## src/core/hbs_pkg.sv

```systemverilog
// Constants shared by the H-bridge fault and dead-time supervisor.
package hbs_pkg;

    // Core clock period in nanoseconds (10 MHz).
    localparam int CLK_NS = 100;

    // Register byte offsets on the AHB-Lite port.
    localparam logic [7:0] CTRL_OFS   = 8'h00;
    localparam logic [7:0] CONFIG_OFS = 8'h04;
    localparam logic [7:0] STATUS_OFS = 8'h08;

    // Control register fields.
    localparam int CTRL_DEAD_LSB = 0;
    localparam int CTRL_CLR_BIT  = 8;

    // Configuration register fields.
    localparam int CFG_VDS_LSB = 0;
    localparam int CFG_DRV_LSB = 4;

    // Status register fields.
    localparam int ST_OCP_BIT   = 0;
    localparam int ST_GDF_BIT   = 1;
    localparam int ST_SUV_BIT   = 2;
    localparam int ST_PUV_BIT   = 3;
    localparam int ST_RETRY_BIT = 8;
    localparam int ST_FAULT_BIT = 9;
    localparam int ST_GATE_LSB  = 12;

    // Values after reset: 240 ns dead time, open-input threshold and drive levels.
    localparam logic [1:0] DEAD_SEL_RST = 2'h1;
    localparam logic [2:0] VDS_SEL_RST  = 3'h3;
    localparam logic [2:0] DRV_SEL_RST  = 3'h3;

    // Threshold selector level that switches the drain-source monitor off.
    localparam logic [2:0] VDS_SEL_OFF = 3'h5;

    // Digital dead-time options in nanoseconds and their least cycle counts.
    localparam int DEAD0_NS = 120;
    localparam int DEAD1_NS = 240;
    localparam int DEAD2_NS = 480;
    localparam int DEAD3_NS = 960;
    localparam logic [3:0] DEAD_CYC [4] = '{4'((DEAD0_NS + CLK_NS - 1) / CLK_NS),
                                            4'((DEAD1_NS + CLK_NS - 1) / CLK_NS),
                                            4'((DEAD2_NS + CLK_NS - 1) / CLK_NS),
                                            4'((DEAD3_NS + CLK_NS - 1) / CLK_NS)};

    // Filter and protection times in their own units, and derived cycle counts.
    localparam int INPUT_DGL_NS = 400;
    localparam int OCP_DGL_NS   = 4000;
    localparam int DRIVE_NS     = 4000;
    localparam int RETRY_US     = 4000;
    localparam int INPUT_DGL_CYC = (INPUT_DGL_NS + CLK_NS - 1) / CLK_NS;
    localparam int OCP_DGL_CYC   = (OCP_DGL_NS + CLK_NS - 1) / CLK_NS;
    localparam int DRIVE_CYC     = DRIVE_NS / CLK_NS;
    localparam int RETRY_CYC     = (RETRY_US * 1000 + CLK_NS - 1) / CLK_NS;

    // Drain-source trip levels in millivolts; zero marks a disabled monitor.
    localparam logic [9:0] VDS_TRIP_MV [6] = '{10'h03C, 10'h078, 10'h0F0, 10'h1E0, 10'h3C0, 10'h000};

    // Peak source current in mA at the low supply point, high side and low side.
    localparam logic [7:0] DRV_HS_MA [6] = '{8'h0A, 8'h14, 8'h32, 8'h91, 8'hBE, 8'hF0};
    localparam logic [7:0] DRV_LS_MA [6] = '{8'h0A, 8'h14, 8'h28, 8'h73, 8'h91, 8'hBE};

    // Fault controller states.
    typedef enum logic [0:0] {
        FLT_RUN   = 1'b0,
        FLT_RETRY = 1'b1
    } hbs_flt_type;

endpackage

```

## src/core/hbs_supervisor.sv

```systemverilog
// H-bridge dead-time insertion, input filtering and fault supervision with an AHB-Lite register port.
//
// Our own choices: the register addresses and the AHB-Lite interface to the registers.
`timescale 1ns/1ns

// Notes on behaviour
// [RL1] Dead time selectable 120, 240, 480 or 960 ns; 240 ns after reset.
// [RL2] Conducting FET goes off first; switch node floats until dead time ends.
// [RL3] Bridge command inputs are deglitched; short pulses never reach the outputs.
// [RL4] Overcurrent only after a driven FET's comparator stays high beyond deglitch time.
// [RL5] Threshold selector decodes 0.06 to 0.96 V; reset value is the 0.48 V level.
// [RL6] Highest threshold level turns drain-source overcurrent monitoring off.
// [RL7] Overcurrent disables all FETs, pulls fault low, sets flag, retries later.
// [RL8] Persistent overcurrent repeats the retry cycle; otherwise drive resumes, fault released.
// [RL9] Overcurrent flag stays set until the clear-faults command.
// [RL10] Sense-pin comparator also sets the overcurrent flag and pulls fault low.
// [RL11] Gate fault when gate monitor disagrees with command after the drive interval.
// [RL12] Gate fault disables FETs, pulls fault low, sets flag, retries after retry time.
// [RL13] Gate-fault flag stays set until the clear-faults command.
// [RL14] Supply undervoltage disables FETs and pump, pulls fault low, sets flag.
// [RL15] After supply recovery fault is released but its flag stays until cleared.
// [RL16] Supply undervoltage keeps configuration and internal logic intact.
// [RL17] Logic undervoltage resets logic and settings, holds fault low, then resumes.
// [RL18] Pump undervoltage disables FETs, pulls fault low, sets flag, resumes on recovery.
// [RL19] After pump recovery fault is released while its flag stays until cleared.
// [RL20] Drive strength selector decodes six levels; open level gives 145/115 mA.
// [RL21] Fault output is open-drain and active low while any fault is present.
// [RL22] Fault output ORs all active faults; bridge runs only with none left.
module hbs_supervisor #(
    parameter int RETRY_CYC = hbs_pkg::RETRY_CYC
) (
    // Clock and reset.
    input  wire logic        clk,
    input  wire logic        rstn,
    // AHB-Lite register port.
    input  wire logic        hsel,
    input  wire logic [31:0] haddr,
    input  wire logic [1:0]  htrans,
    input  wire logic        hwrite,
    input  wire logic [2:0]  hsize,
    input  wire logic [31:0] hwdata,
    input  wire logic        hready,
    output logic             hreadyout,
    output logic             hresp,
    output logic [31:0]      hrdata,
    // Half-bridge commands from the controller, one bit per half-bridge.
    input  wire logic [1:0]  half_enable,
    input  wire logic [1:0]  half_high,
    // Analog monitors: order is high side 0, high side 1, low side 0, low side 1.
    input  wire logic [3:0]  vds_over,
    input  wire logic [3:0]  gate_level,
    input  wire logic        sense_pin_over,
    // Supply indications.
    input  wire logic        supply_undervoltage,
    input  wire logic        pump_undervoltage,
    input  wire logic        logic_undervoltage,
    // Gate drive commands toward the external bridge.
    output logic [1:0]       gate_high_on,
    output logic [1:0]       gate_low_on,
    output logic             charge_pump_en,
    // Analog settings decoded from the selectors.
    output logic [9:0]       vds_trip_mv,
    output logic             vds_monitor_en,
    output logic [7:0]       drive_hs_ma,
    output logic [7:0]       drive_ls_ma,
    // Open-drain fault line, active low.
    output logic             fault_out_n_o,
    output logic             fault_out_n_oe
);

    // Internal reset: logic undervoltage acts like the reset pin.
    logic       raw_rstn;
    logic       rst_meta_ff;
    logic       rst_sync_ff;

    // Register bus state.
    logic       dp_valid_ff;
    logic       dp_write_ff;
    logic [7:0] dp_addr_ff;
    logic [31:0] hrdata_ff;
    logic       addr_phase;

    // Configuration and commands.
    logic [1:0] dead_sel_ff;
    logic [2:0] drain_source_threshold_sel_ff;
    logic [2:0] gate_drive_strength_sel_ff;
    logic       clear_faults_cmd;

    // Input filters.
    logic [1:0] cmd_en_ff;
    logic [1:0] cmd_hi_ff;

    // Gate outputs and dead-time counters.
    logic [1:0] gh_ff;
    logic [1:0] gl_ff;
    logic [3:0] dead_cnt_ff [2];
    logic [3:0] fet_on;

    // Fault detection and control.
    logic [3:0] ocp_evt;
    logic [3:0] gdf_evt;
    logic       oc_evt;
    logic       gd_evt;
    logic       trip;
    logic       bridge_en;
    hbs_pkg::hbs_flt_type flt_ff;
    logic [31:0] retry_cnt_ff;
    logic       overcurrent_flag_ff;
    logic       gate_fault_flag_ff;
    logic       supply_uv_flag_ff;
    logic       pump_uv_flag_ff;
    logic       fault_oe_ff;
    logic       cp_en_ff;
    logic [9:0] vds_mv_ff;
    logic       vds_en_ff;
    logic [7:0] drv_hs_ff;
    logic [7:0] drv_ls_ff;

    // Working signals for filters, monitors and register decode.
    logic [2:0]  en_cnt_ff [2];
    logic [2:0]  hi_cnt_ff [2];
    logic [1:0]  want_high;
    logic [1:0]  want_low;
    logic [5:0]  ocp_cnt_ff [4];
    logic [5:0]  gdf_cnt_ff [4];
    logic        uv_block;
    logic        wr_ctrl;
    logic        wr_cfg;
    logic [31:0] rd_word;

    // Logic undervoltage clears everything, exactly like the reset pin.
    assign raw_rstn = rstn & ~logic_undervoltage; // RL17

    // Reset release passes two stages; assertion is immediate, release is clean.
    always_ff @(posedge clk or negedge raw_rstn) begin
        if (!raw_rstn) begin
            rst_meta_ff <= 1'b0;
            rst_sync_ff <= 1'b0;
        end else begin
            rst_meta_ff <= 1'b1;
            rst_sync_ff <= rst_meta_ff;
        end
    end

    // An address phase is taken when selected, ready and the transfer is active.
    assign addr_phase = hsel && hready && htrans[1];

    // The slave answers every transfer at once and never signals an error.
    assign hreadyout = 1'b1;
    assign hresp     = 1'b0;
    assign hrdata    = hrdata_ff;

    // Address phase information is kept for the following data phase.
    always_ff @(posedge clk or negedge rst_sync_ff) begin
        if (!rst_sync_ff) begin
            dp_valid_ff <= 1'b0;
            dp_write_ff <= 1'b0;
            dp_addr_ff  <= 8'h00;
        end else begin
            dp_valid_ff <= addr_phase;
            dp_write_ff <= hwrite;
            dp_addr_ff  <= haddr[7:0];
        end
    end

    // Write strobes are formed in the data phase, where the write data stands.
    assign wr_ctrl = dp_valid_ff && dp_write_ff && (dp_addr_ff == hbs_pkg::CTRL_OFS);
    assign wr_cfg  = dp_valid_ff && dp_write_ff && (dp_addr_ff == hbs_pkg::CONFIG_OFS);

    // The clear command is a single-cycle strobe, so no stale clear is replayed.
    assign clear_faults_cmd = wr_ctrl && hwdata[hbs_pkg::CTRL_CLR_BIT]; // RL9 RL13

    // Read word selected from the address phase address.
    always_comb begin
        rd_word = 32'h0000_0000;
        case (haddr[7:0])
            hbs_pkg::CTRL_OFS: begin
                rd_word[hbs_pkg::CTRL_DEAD_LSB +: 2] = dead_sel_ff;
            end
            hbs_pkg::CONFIG_OFS: begin
                rd_word[hbs_pkg::CFG_VDS_LSB +: 3] = drain_source_threshold_sel_ff;
                rd_word[hbs_pkg::CFG_DRV_LSB +: 3] = gate_drive_strength_sel_ff;
            end
            hbs_pkg::STATUS_OFS: begin
                rd_word[hbs_pkg::ST_OCP_BIT]         = overcurrent_flag_ff;
                rd_word[hbs_pkg::ST_GDF_BIT]         = gate_fault_flag_ff;
                rd_word[hbs_pkg::ST_SUV_BIT]         = supply_uv_flag_ff;
                rd_word[hbs_pkg::ST_PUV_BIT]         = pump_uv_flag_ff;
                rd_word[hbs_pkg::ST_RETRY_BIT]       = (flt_ff == hbs_pkg::FLT_RETRY);
                rd_word[hbs_pkg::ST_FAULT_BIT]       = fault_oe_ff;
                rd_word[hbs_pkg::ST_GATE_LSB +: 4]   = gate_level;
            end
            default: begin
                rd_word = 32'h0000_0000;
            end
        endcase
    end

    // Read data is latched at the end of the address phase and held through the data phase.
    always_ff @(posedge clk or negedge rst_sync_ff) begin
        if (!rst_sync_ff) begin
            hrdata_ff <= 32'h0000_0000;
        end else if (addr_phase && !hwrite) begin
            hrdata_ff <= rd_word;
        end
    end

    // Configuration; supply undervoltage does not touch it, only a reset does.
    // Out-of-range selector codes saturate so the decode tables are never overrun.
    always_ff @(posedge clk or negedge rst_sync_ff) begin // RL16
        if (!rst_sync_ff) begin
            dead_sel_ff                   <= hbs_pkg::DEAD_SEL_RST; // RL1
            drain_source_threshold_sel_ff <= hbs_pkg::VDS_SEL_RST; // RL5
            gate_drive_strength_sel_ff    <= hbs_pkg::DRV_SEL_RST; // RL20
        end else begin
            if (wr_ctrl) begin
                dead_sel_ff <= hwdata[hbs_pkg::CTRL_DEAD_LSB +: 2]; // RL1
            end
            if (wr_cfg) begin
                if (hwdata[hbs_pkg::CFG_VDS_LSB +: 3] > hbs_pkg::VDS_SEL_OFF) begin
                    drain_source_threshold_sel_ff <= hbs_pkg::VDS_SEL_OFF;
                end else begin
                    drain_source_threshold_sel_ff <= hwdata[hbs_pkg::CFG_VDS_LSB +: 3];
                end
                if (hwdata[hbs_pkg::CFG_DRV_LSB +: 3] > 3'h5) begin
                    gate_drive_strength_sel_ff <= 3'h5;
                end else begin
                    gate_drive_strength_sel_ff <= hwdata[hbs_pkg::CFG_DRV_LSB +: 3];
                end
            end
        end
    end

    // Selector decode toward the analog comparators and gate drivers.
    always_ff @(posedge clk or negedge rst_sync_ff) begin
        if (!rst_sync_ff) begin
            vds_mv_ff <= hbs_pkg::VDS_TRIP_MV[3];
            vds_en_ff <= 1'b1;
            drv_hs_ff <= hbs_pkg::DRV_HS_MA[3];
            drv_ls_ff <= hbs_pkg::DRV_LS_MA[3];
        end else begin
            vds_mv_ff <= hbs_pkg::VDS_TRIP_MV[drain_source_threshold_sel_ff]; // RL5
            vds_en_ff <= (drain_source_threshold_sel_ff != hbs_pkg::VDS_SEL_OFF); // RL6
            drv_hs_ff <= hbs_pkg::DRV_HS_MA[gate_drive_strength_sel_ff]; // RL20
            drv_ls_ff <= hbs_pkg::DRV_LS_MA[gate_drive_strength_sel_ff]; // RL20
        end
    end

    assign vds_trip_mv    = vds_mv_ff;
    assign vds_monitor_en = vds_en_ff;
    assign drive_hs_ma    = drv_hs_ff;
    assign drive_ls_ma    = drv_ls_ff;

    // Per half-bridge: input filters, wanted state and dead-time sequencing.
    for (genvar h = 0; h < 2; h++) begin : g_half
        // The filtered enable follows only after a steady run of differing samples.
        always_ff @(posedge clk or negedge rst_sync_ff) begin
            if (!rst_sync_ff) begin
                cmd_en_ff[h] <= 1'b0;
                en_cnt_ff[h] <= 3'h0;
            end else if (half_enable[h] == cmd_en_ff[h]) begin
                en_cnt_ff[h] <= 3'h0;
            end else if (en_cnt_ff[h] == 3'(hbs_pkg::INPUT_DGL_CYC - 1)) begin
                cmd_en_ff[h] <= half_enable[h]; // RL3
                en_cnt_ff[h] <= 3'h0;
            end else begin
                en_cnt_ff[h] <= en_cnt_ff[h] + 3'h1;
            end
        end

        // The phase input is filtered the same way, so a noise pulse never moves a gate.
        always_ff @(posedge clk or negedge rst_sync_ff) begin
            if (!rst_sync_ff) begin
                cmd_hi_ff[h] <= 1'b0;
                hi_cnt_ff[h] <= 3'h0;
            end else if (half_high[h] == cmd_hi_ff[h]) begin
                hi_cnt_ff[h] <= 3'h0;
            end else if (hi_cnt_ff[h] == 3'(hbs_pkg::INPUT_DGL_CYC - 1)) begin
                cmd_hi_ff[h] <= half_high[h]; // RL3
                hi_cnt_ff[h] <= 3'h0;
            end else begin
                hi_cnt_ff[h] <= hi_cnt_ff[h] + 3'h1;
            end
        end

        // Any disabling condition removes both wanted gates at once.
        assign want_high[h] = bridge_en && cmd_en_ff[h] && cmd_hi_ff[h]; // RL22
        assign want_low[h]  = bridge_en && cmd_en_ff[h] && !cmd_hi_ff[h]; // RL22

        // A conducting gate that is no longer wanted goes off first; the new one waits for the dead time.
        always_ff @(posedge clk or negedge rst_sync_ff) begin
            if (!rst_sync_ff) begin
                gh_ff[h]       <= 1'b0;
                gl_ff[h]       <= 1'b0;
                dead_cnt_ff[h] <= hbs_pkg::DEAD_CYC[1];
            end else if ((gh_ff[h] && !want_high[h]) || (gl_ff[h] && !want_low[h])) begin
                gh_ff[h]       <= 1'b0; // RL2
                gl_ff[h]       <= 1'b0; // RL2
                dead_cnt_ff[h] <= hbs_pkg::DEAD_CYC[dead_sel_ff]; // RL1
            end else if (dead_cnt_ff[h] != 4'h0) begin
                dead_cnt_ff[h] <= dead_cnt_ff[h] - 4'h1; // RL2
            end else begin
                gh_ff[h] <= want_high[h];
                gl_ff[h] <= want_low[h];
            end
        end
    end

    assign gate_high_on = gh_ff;
    assign gate_low_on  = gl_ff;
    assign fet_on       = {gl_ff, gh_ff};

    // Per FET: drain-source and gate-level monitors with their own deglitch counters.
    for (genvar f = 0; f < 4; f++) begin : g_fet
        // The count saturates, so a persistent overload keeps the event asserted.
        always_ff @(posedge clk or negedge rst_sync_ff) begin
            if (!rst_sync_ff) begin
                ocp_cnt_ff[f] <= 6'h00;
            end else if (fet_on[f] && vds_over[f] && vds_en_ff) begin // RL4 RL6
                if (ocp_cnt_ff[f] != 6'(hbs_pkg::OCP_DGL_CYC)) begin
                    ocp_cnt_ff[f] <= ocp_cnt_ff[f] + 6'h01;
                end
            end else begin
                ocp_cnt_ff[f] <= 6'h00;
            end
        end

        // Only a driven FET over threshold past the deglitch time counts as overload.
        assign ocp_evt[f] = fet_on[f] && vds_over[f] && vds_en_ff
                            && (ocp_cnt_ff[f] == 6'(hbs_pkg::OCP_DGL_CYC)); // RL4

        // A gate that has not followed its command by the end of peak drive is a fault.
        always_ff @(posedge clk or negedge rst_sync_ff) begin
            if (!rst_sync_ff) begin
                gdf_cnt_ff[f] <= 6'h00;
            end else if (fet_on[f] != gate_level[f]) begin
                if (gdf_cnt_ff[f] != 6'(hbs_pkg::DRIVE_CYC)) begin
                    gdf_cnt_ff[f] <= gdf_cnt_ff[f] + 6'h01;
                end
            end else begin
                gdf_cnt_ff[f] <= 6'h00;
            end
        end

        assign gdf_evt[f] = (fet_on[f] != gate_level[f])
                            && (gdf_cnt_ff[f] == 6'(hbs_pkg::DRIVE_CYC)); // RL11
    end

    // Fault sources combined; the sense pin trips without a deglitch of its own.
    assign oc_evt    = (|ocp_evt) || sense_pin_over; // RL7 RL10
    assign gd_evt    = |gdf_evt; // RL11 RL12
    assign trip      = oc_evt || gd_evt;
    assign uv_block  = supply_undervoltage || pump_undervoltage; // RL14 RL18
    assign bridge_en = (flt_ff == hbs_pkg::FLT_RUN) && !trip && !uv_block; // RL22

    // Retry timer: a trip during retry restarts it, so a lasting fault repeats the cycle.
    always_ff @(posedge clk or negedge rst_sync_ff) begin
        if (!rst_sync_ff) begin
            flt_ff       <= hbs_pkg::FLT_RUN;
            retry_cnt_ff <= 32'h0000_0000;
        end else begin
            case (flt_ff)
                hbs_pkg::FLT_RUN: begin
                    if (trip) begin
                        flt_ff       <= hbs_pkg::FLT_RETRY; // RL7 RL12
                        retry_cnt_ff <= 32'(RETRY_CYC - 1);
                    end
                end
                hbs_pkg::FLT_RETRY: begin
                    if (trip) begin
                        retry_cnt_ff <= 32'(RETRY_CYC - 1); // RL8
                    end else if (retry_cnt_ff == 32'h0000_0000) begin
                        flt_ff <= hbs_pkg::FLT_RUN; // RL8
                    end else begin
                        retry_cnt_ff <= retry_cnt_ff - 32'h0000_0001;
                    end
                end
                default: begin
                    flt_ff <= hbs_pkg::FLT_RUN;
                end
            endcase
        end
    end

    // Sticky flags; when an event and a clear meet in one cycle the event wins.
    always_ff @(posedge clk or negedge rst_sync_ff) begin
        if (!rst_sync_ff) begin
            overcurrent_flag_ff <= 1'b0;
            gate_fault_flag_ff  <= 1'b0;
            supply_uv_flag_ff   <= 1'b0;
            pump_uv_flag_ff     <= 1'b0;
        end else begin
            overcurrent_flag_ff <= oc_evt || (overcurrent_flag_ff && !clear_faults_cmd); // RL9 RL10
            gate_fault_flag_ff  <= gd_evt || (gate_fault_flag_ff && !clear_faults_cmd); // RL13
            supply_uv_flag_ff   <= supply_undervoltage || (supply_uv_flag_ff && !clear_faults_cmd); // RL15
            pump_uv_flag_ff     <= pump_undervoltage || (pump_uv_flag_ff && !clear_faults_cmd); // RL19
        end
    end

    // The fault line is pulled low during reset and while any condition or retry is active.
    always_ff @(posedge clk or negedge rst_sync_ff) begin
        if (!rst_sync_ff) begin
            fault_oe_ff <= 1'b1; // RL17
        end else begin
            fault_oe_ff <= trip || uv_block || (flt_ff == hbs_pkg::FLT_RETRY); // RL21 RL22
        end
    end

    // The charge pump stops for supply undervoltage and is held off during reset or logic undervoltage.
    always_ff @(posedge clk or negedge rst_sync_ff) begin
        if (!rst_sync_ff) begin
            cp_en_ff <= 1'b0;
        end else begin
            cp_en_ff <= !supply_undervoltage; // RL14
        end
    end

    // Open-drain pin: the driven level is always low, only the enable moves.
    assign charge_pump_en = cp_en_ff;
    assign fault_out_n_o  = 1'b0; // RL21
    assign fault_out_n_oe = fault_oe_ff; // RL21

endmodule

```

## config.mk

```make
export PLATFORM = sky130hd
export DESIGN_NAME = hbs_supervisor
export DESIGN_NICKNAME = d
export VERILOG_FILES = /design/src/core/hbs_pkg.sv /design/src/core/hbs_supervisor.sv
export SDC_FILE = /design/constraint.sdc
export NUM_CORES = 1
export LEC_CHECK = 0
export BUFFER_PORTS_ARGS = -buffer_cell sky130_fd_sc_hd__buf_2
export CORE_MARGIN = 5
export CORE_UTILIZATION = 51
export CTS_CLUSTER_DIAMETER = 100
export CTS_CLUSTER_SIZE = 28
export DETAILED_ROUTE_END_ITERATION = 8
export PLACE_DENSITY = 0.75
export SLEW_MARGIN = 5
export SYNTH_ARGS = -nofsm -noshare
export SYNTH_HDL_FRONTEND = slang
export SYNTH_SLANG_ARGS = --single-unit
```

## constraint.sdc

```tcl
create_clock -name clk -period 7.7 [get_ports clk]
set_input_delay 1.155 -clock clk [delete_from_list [all_inputs] [get_ports clk]]
set_output_delay 1.155 -clock clk [all_outputs]
set_load 0.05 [all_outputs]
```

==> impl_metrics.ini, run 1 <==
[floorplanning]
start_util_pct = 51.5
core_area_um2 = 15700
io_pins = 158
fp-row-count = 46
dieArea_um2 = 18500
die_h_um = 136
die_w_um = 136

[pwr]
vdd_ir_drop_max_uv = 167
sw_frac_of_total_pct = 27.6
p_seq_share_pct = 47.0
powerDensity_nw_per_um2 = 238
switchingPower_mw = 0.606
comb_power_share_pct = 13.5
p_leak_nw = 4.24
p_int_mw = 1.59
clkPwrFrac_pct = 39.5

[setup_path]
crit_type = input pin to register
crit_path_max_incr_delay_ns = 0.53
critical-path-top-delay-family = compound AO/OA/AOI/OAI gates
critPathLaunchType = input pin
critPathArrivalTime_ns = 3.79
r2r_setup_slack_ns = 4.49
critPathMaxFanout = 7
path_cells = buf_2 > xnor2_1 > nor4_1 > a2111o_1 > or4_1 > a21oi_1 > mux2_2
rr_startpoint = gate_low_on[1]
cpMaxStageDelayCell = a2111o_1
crit_path_end_kind = register
reg2reg_depth = 6
worstPathRequired_ns = 8.01
path_buf_inv = 1
r2r-end = dead_cnt_ff[6]

[cts]
clk_latency_ns = 0.43
cts-resized-gates = 0
clockBufferDepth = 2
clockRootBuffer = clkbuf_16
clk_pin_slew_ns = 0.07
cts_setup_buffers = 0
numClockSinks = 172
cts_inserted_buffers = 17
hold_buffers = 0
htreeDepth = 4
tritoncts = built

[route]
dr_total_vias = 5712
drt_iter0_drc = 274
totalWireLength_um = 16100
ant_nets = 0
post_drt_wl_per_cell_um = 15.0
route.detailed.drc = 0
firstDrtPassIters = 5
via_per_inst = 5.33

[timing]
max_slew.worst_pin.slew_ns = 1.23
setup_tns_ns = 0
finalHoldViolCount = 0
skew_ns = 0.0102
finalCriticalPeriod_ns = 3.48
setup_viol = 0
slew_headroom_pct = 17.5
fmax_mhz = 288
timing.final.crit_share_pct = 45.2
grt_setup_unrepaired = false
slew_violations = 0

[synth]
synth_edf_count = 0
yosys.area.top_type_share_pct = 46.4
syn_area_um2 = 8100
synthCells = 755
yosysSeqAreaShare_pct = 53.5
synth-seq-cells = 172
synthTopCellsByCount = dfrtp_1 (150), nor2_1 (86), nand2_1 (41)
syn_area_per_cell_um2 = 10.7
synth_most_common_cell = dfrtp_1
yosys.area.top_type = dfrtp_1
ys_top_cells_by_area = dfrtp_1 (46%), dfstp_2 (7.1%), ha_1 (4.9%)
ys_types = 58
yosys_warnings = 0
async_flop_share_pct = 100
ys_dominant_reg_cell = dfrtp_1

[global_routing]
grt_pass1_wl_um = 26800
grt_start_max_net_pins = 71
grt_antenna_before_repair = 0
grt_use_total_pct = 18.1
grt_pass1_vias = 5570
overflow = 0

[finish]
antenna_cells = 0
drive_gt1_share_pct = 19.9
syn_to_final_growth_pct = 14.0
final_cell_area_um2 = 9230
layout.cells.non_filler = 1072
nNetsFinal = 965

[placement]
postPlaceCellArea_um2 = 8630
dpl.cell_count = 1040
place.port_buffers = 80
place_congestion = 0.787
dpl.hpwl_um = 11100

[flow_run]
cap_violations = 0

[min_path]
hold_path_end = rst_sync_ff
min-delay-start = rst_meta_ff
hold_class = register to register
min_path_cells = 0

[run_status]
status = complete, no violations
[cells by family (layout without fill, tap and decap cells)]
kind of cell	after synthesis	after routing	share of synthesized area, %
fa+ha+maj	32	32	4.95
buf+inv	80	158	5.25
other cells	2	25	0.0928
compound gates	88	88	7.60
mux	26	26	3.37
flops	172	172	53.5
simple gates	296	296	18.9
xor+xnor	59	59	6.38
[per-stage QoR]
step,setup WS (ns),utilization (%),power (mW),hold slack (ns)
2_1_floorplan,2.59,-,1.28,0.331
3_3_place_gp,3.80,54.9,1.33,0.334
3_5_place_dp,3.75,54.9,1.34,0.336
4_1_cts,4.20,58.7,2.22,0.368
5_1_grt,4.07,58.7,2.30,0.370
6_report,4.22,58.7,2.20,0.369
[how the worst max path moves through the flow]
stage	cells past startpoint	end	startpoint	slack [ns]
2_1_floorplan	0	charge_pump_en	rst_sync_ff	2.59
3_3_place_gp	7	dead_cnt_ff[6]	gate_level[3]	3.80
3_5_place_dp	7	dead_cnt_ff[6]	gate_level[3]	3.75
4_1_cts	7	dead_cnt_ff[6]	gate_level[3]	4.20
5_1_grt	7	dead_cnt_ff[6]	gate_level[3]	4.07
6_report	7	dead_cnt_ff[6]	gate_level[3]	4.22
[layer usage]
| metal | vias up | GRT usage, % | wire [um] |
|---|---|---|---|
| met2 | 130 | 28.9 | 7690 |
| met3 | 16 | 3.52 | 770 |
| met4 | 0 | 5.99 | 199 |
| met1 | 2810 | 25.0 | 7390 |
| met5 | - | 0 | 0 |
| li1 | 2756 | - | - |
[placed cells by master (no fill, tap or decap), drive strengths merged, types with 21 or more instances in the layout]
cell,count
a21oi,21
nor3,32
buf,86
conb,25
xnor2,38
inv,46
dfstp,22
nand2,41
ha,32
dfrtp,150
xor2,21
nand3,35
nor2,86
[flip-flops by register name (all words and copies together), names as in the netlist, 7 cells and up]
signal        count
dead_cnt_ff       8
dp_addr_ff        8
drive_hs_ma       7
drive_ls_ma       8
gdf_cnt_ff       24
hrdata           13
ocp_cnt_ff       24
retry_cnt_ff     32
vds_trip_mv       8
[worst register-to-register path, cell delays in order, from the launching register on]
cell and delay, ns:
dfrtp_1 0.49, xnor2_1 0.55, nor4_1 0.16, a2111o_1 0.53, or4_1 0.53, a21oi_1 0.43
mux2_2 0.40
[power by group through the flow]
stage | sequential (mW) | clock, mW | combinational, mW
floorplan | 1.07 | 0 | 0.215
CTS | 1.03 | 0.883 | 0.301
detailed placement | 1.05 | 0 | 0.294
global placement | 1.04 | 0 | 0.285
global route | 1.04 | 0.922 | 0.335
finish | 1.03 | 0.869 | 0.297
[layout make-up]
| class | count | area [um^2] |
|---|---|---|
| clock inverter | 13 | 156 |
| fill | 1302 | 6480 |
| multi-input combinational | 526 | 3430 |
| tap | 216 | 270 |
| sequential | 172 | 4340 |
| timing repair buffer | 86 | 445 |
| clock buffer | 19 | 443 |
| inverter | 40 | 150 |
Note: power is estimated with default switching activity, not from simulation.
==> run 2: changes to the inputs <==
Clock period 7.7 ns to 3.4 ns, I/O delays scaled along.
==> run 2 against run 1 <==
Effect of this change:
- hold slack got worse by 0.17 ns
- core utilization grew 0.81 points
- critical path depth stayed put
- cell count up 1.7%
- clock power up 120%
- total power up 120%
- register-to-register slack got worse by 4.1 ns
- worst setup slack got worse by 3.9 ns
- critical endpoint is now retry_cnt_ff[3]
==> impl_metrics.ini, run 2 (synthesis gave the netlist of run 1 again) <==
[min_path]
min-delay-start = haddr[6]
hold_class = input pin to register
min_path_cells = 1

[finish]
largest_reg_flops = 32
final_cell_mix = dfrtp_1 (149), nor2_1 (86), buf_2 (80)
n_fill_cell = 1297
regMostFlops = retry_cnt_ff
drive_gt1_share_pct = 21.4
final_util_pct = 59.5
nNetsFinal = 983
final_common_cell = dfrtp_1
syn_to_final_growth_pct = 15.6
antenna_cells = 0
largestRegisters = retry_cnt_ff (32), gdf_cnt_ff (24), ocp_cnt_ff (24)

[setup_path]
critPathLaunchType = register
crit_start = retry_cnt_ff[26]
path_buf_inv = 1
crit_path_end_kind = register
critPathArrivalTime_ns = 3.30
worstPathRequired_ns = 3.66
endpoint = retry_cnt_ff[3]
r2r-end = retry_cnt_ff[3]
r2r_setup_slack_ns = 0.36
cpMaxStageDelayCell = or4_4
critical-path-top-delay-family = simple AND/OR/NAND/NOR gates
path_cells = or4_4 > or4_4 > or4_4 > a211oi_2 > buf_4 > or3_2 > nand3_1
critPathMaxFanout = 8
crit_path_max_incr_delay_ns = 0.56
reg2reg_depth = 7
crit_type = register to register
crit_cells = 7
rr_startpoint = retry_cnt_ff[26]
cp_common_cell = or4_4

[timing]
finalHoldViolCount = 0
finalCriticalPeriod_ns = 3.04
max_slew.worst_pin.slew_ns = 0.899
slew_violations = 0
fmax_mhz = 329
setup_tns_ns = 0
skew_ns = 0.00848
setup_viol = 0
timing.final.crit_share_pct = 89.4
grt_setup_unrepaired = false
slew_headroom_pct = 39.9

[route]
route.detailed.drc = 0
dr_wl_met2_um = 7860
ant_nets = 0
dr_total_vias = 5753
firstDrtPassIters = 5
highest_layer = met4
totalWireLength_um = 16200
met1_length_um = 7430
wl_met3_um = 689
via_per_inst = 5.28
post_drt_wl_per_cell_um = 14.8
drt_iter0_drc = 288

[cts]
numClockSinks = 172
cts-resized-gates = 0
cts_inserted_buffers = 17
clk_pin_slew_ns = 0.07
htreeDepth = 4
clk_latency_ns = 0.43
clockBufferDepth = 2
tritoncts = built
clockRootBuffer = clkbuf_16

[floorplanning]
start_util_pct = 51.5
fp-row-count = 46
io_pins = 158
die_w_um = 136
die_h_um = 136
core_area_um2 = 15700
dieArea_um2 = 18500

[pwr]
powerDensity_nw_per_um2 = 524
vdd_ir_drop_max_uv = 478
p_leak_nw = 4.31

[global_routing]
grt_use_total_pct = 18.6
grt_pass1_vias = 5653
grt_pass1_wl_um = 27600
grt_antenna_before_repair = 0
overflow = 0
grt_start_max_net_pins = 71

[placement]
place.port_buffers = 80
place_congestion = 0.830
dpl.hpwl_um = 11600

[flow_run]
cap_violations = 0

[run_status]
status = complete, no violations
## run 2: cell count changes in the layout (fill, tap and decap cells not counted), sizes merged
cell,change
dlygate4sd3,+2
bufinv,-1
inv,-1
clkinvlp,+3
clkbuf,-1
buf,+16
## run 2: worst register-to-register path, delay by kind of cell (launching register included)
kind	cells	cell delay [ns]
AOI/OAI and AO/OA	1	0.49
and+or+nand+nor	5	1.74
DFF	1	0.41
buffers and inverters	1	0.25
## run 2: worst min path at each step
stage	slack, ns	end
finish	0.20	dp_addr_ff[6]
global route	0.17	dp_addr_ff[6]
CTS	0.18	dp_addr_ff[4]
detailed placement	0.33	dp_addr_ff[5]
global placement	0.33	charge_pump_en
floorplan	0.31	rst_meta_ff
## run 2: metal layers
metal	vias to the layer above	track usage [%]
met3	15	4.22
met4	0	5.10
met5	-	0
met1	2816	26.0
met2	139	29.4
li1	2783	-
## run 2: power by group
part           leakage, nW  switching [mW]  internal (mW)
logic                 1.87           0.407          0.269
registers             2.17           0.107           2.22
clock network        0.269           0.855           1.04
total                 4.31            1.37           3.53
## run 2: repair_timing
item,4_1_cts,5_1_grt
hold endpoints to repair,2,0
hold buffers,2,0
buffers inserted,0,0
## run 2: layout make-up
| class | count | area, um^2 | share of cell area [%] |
|---|---|---|---|
| clock inverter | 14 | 135 | 1.44 |
| sequential | 172 | 4340 | 46.3 |
| multi-input combinational | 526 | 3430 | 36.6 |
| tap | 216 | 270 | 2.89 |
| clock buffer | 18 | 439 | 4.69 |
| inverter | 40 | 150 | 1.60 |
| timing repair buffer | 104 | 598 | 6.39 |
## run 2: metrics by stage
stage / power, mW / hold WS, ns / cells / instance area, um^2 / setup slack (ns)
finish: 4.90 / 0.197 / 1090 / 9360 / 0.360
global route: 5.16 / 0.170 / 1090 / 9360 / 0.216
CTS: 4.94 / 0.183 / 1090 / 9360 / 0.371
detailed placement: 3.05 / 0.335 / 1056 / 8760 / 0.387
global placement: 3.02 / 0.334 / 1056 / 8760 / 0.447
floorplan: 2.90 / 0.313 / 778 / 8180 / 0.459
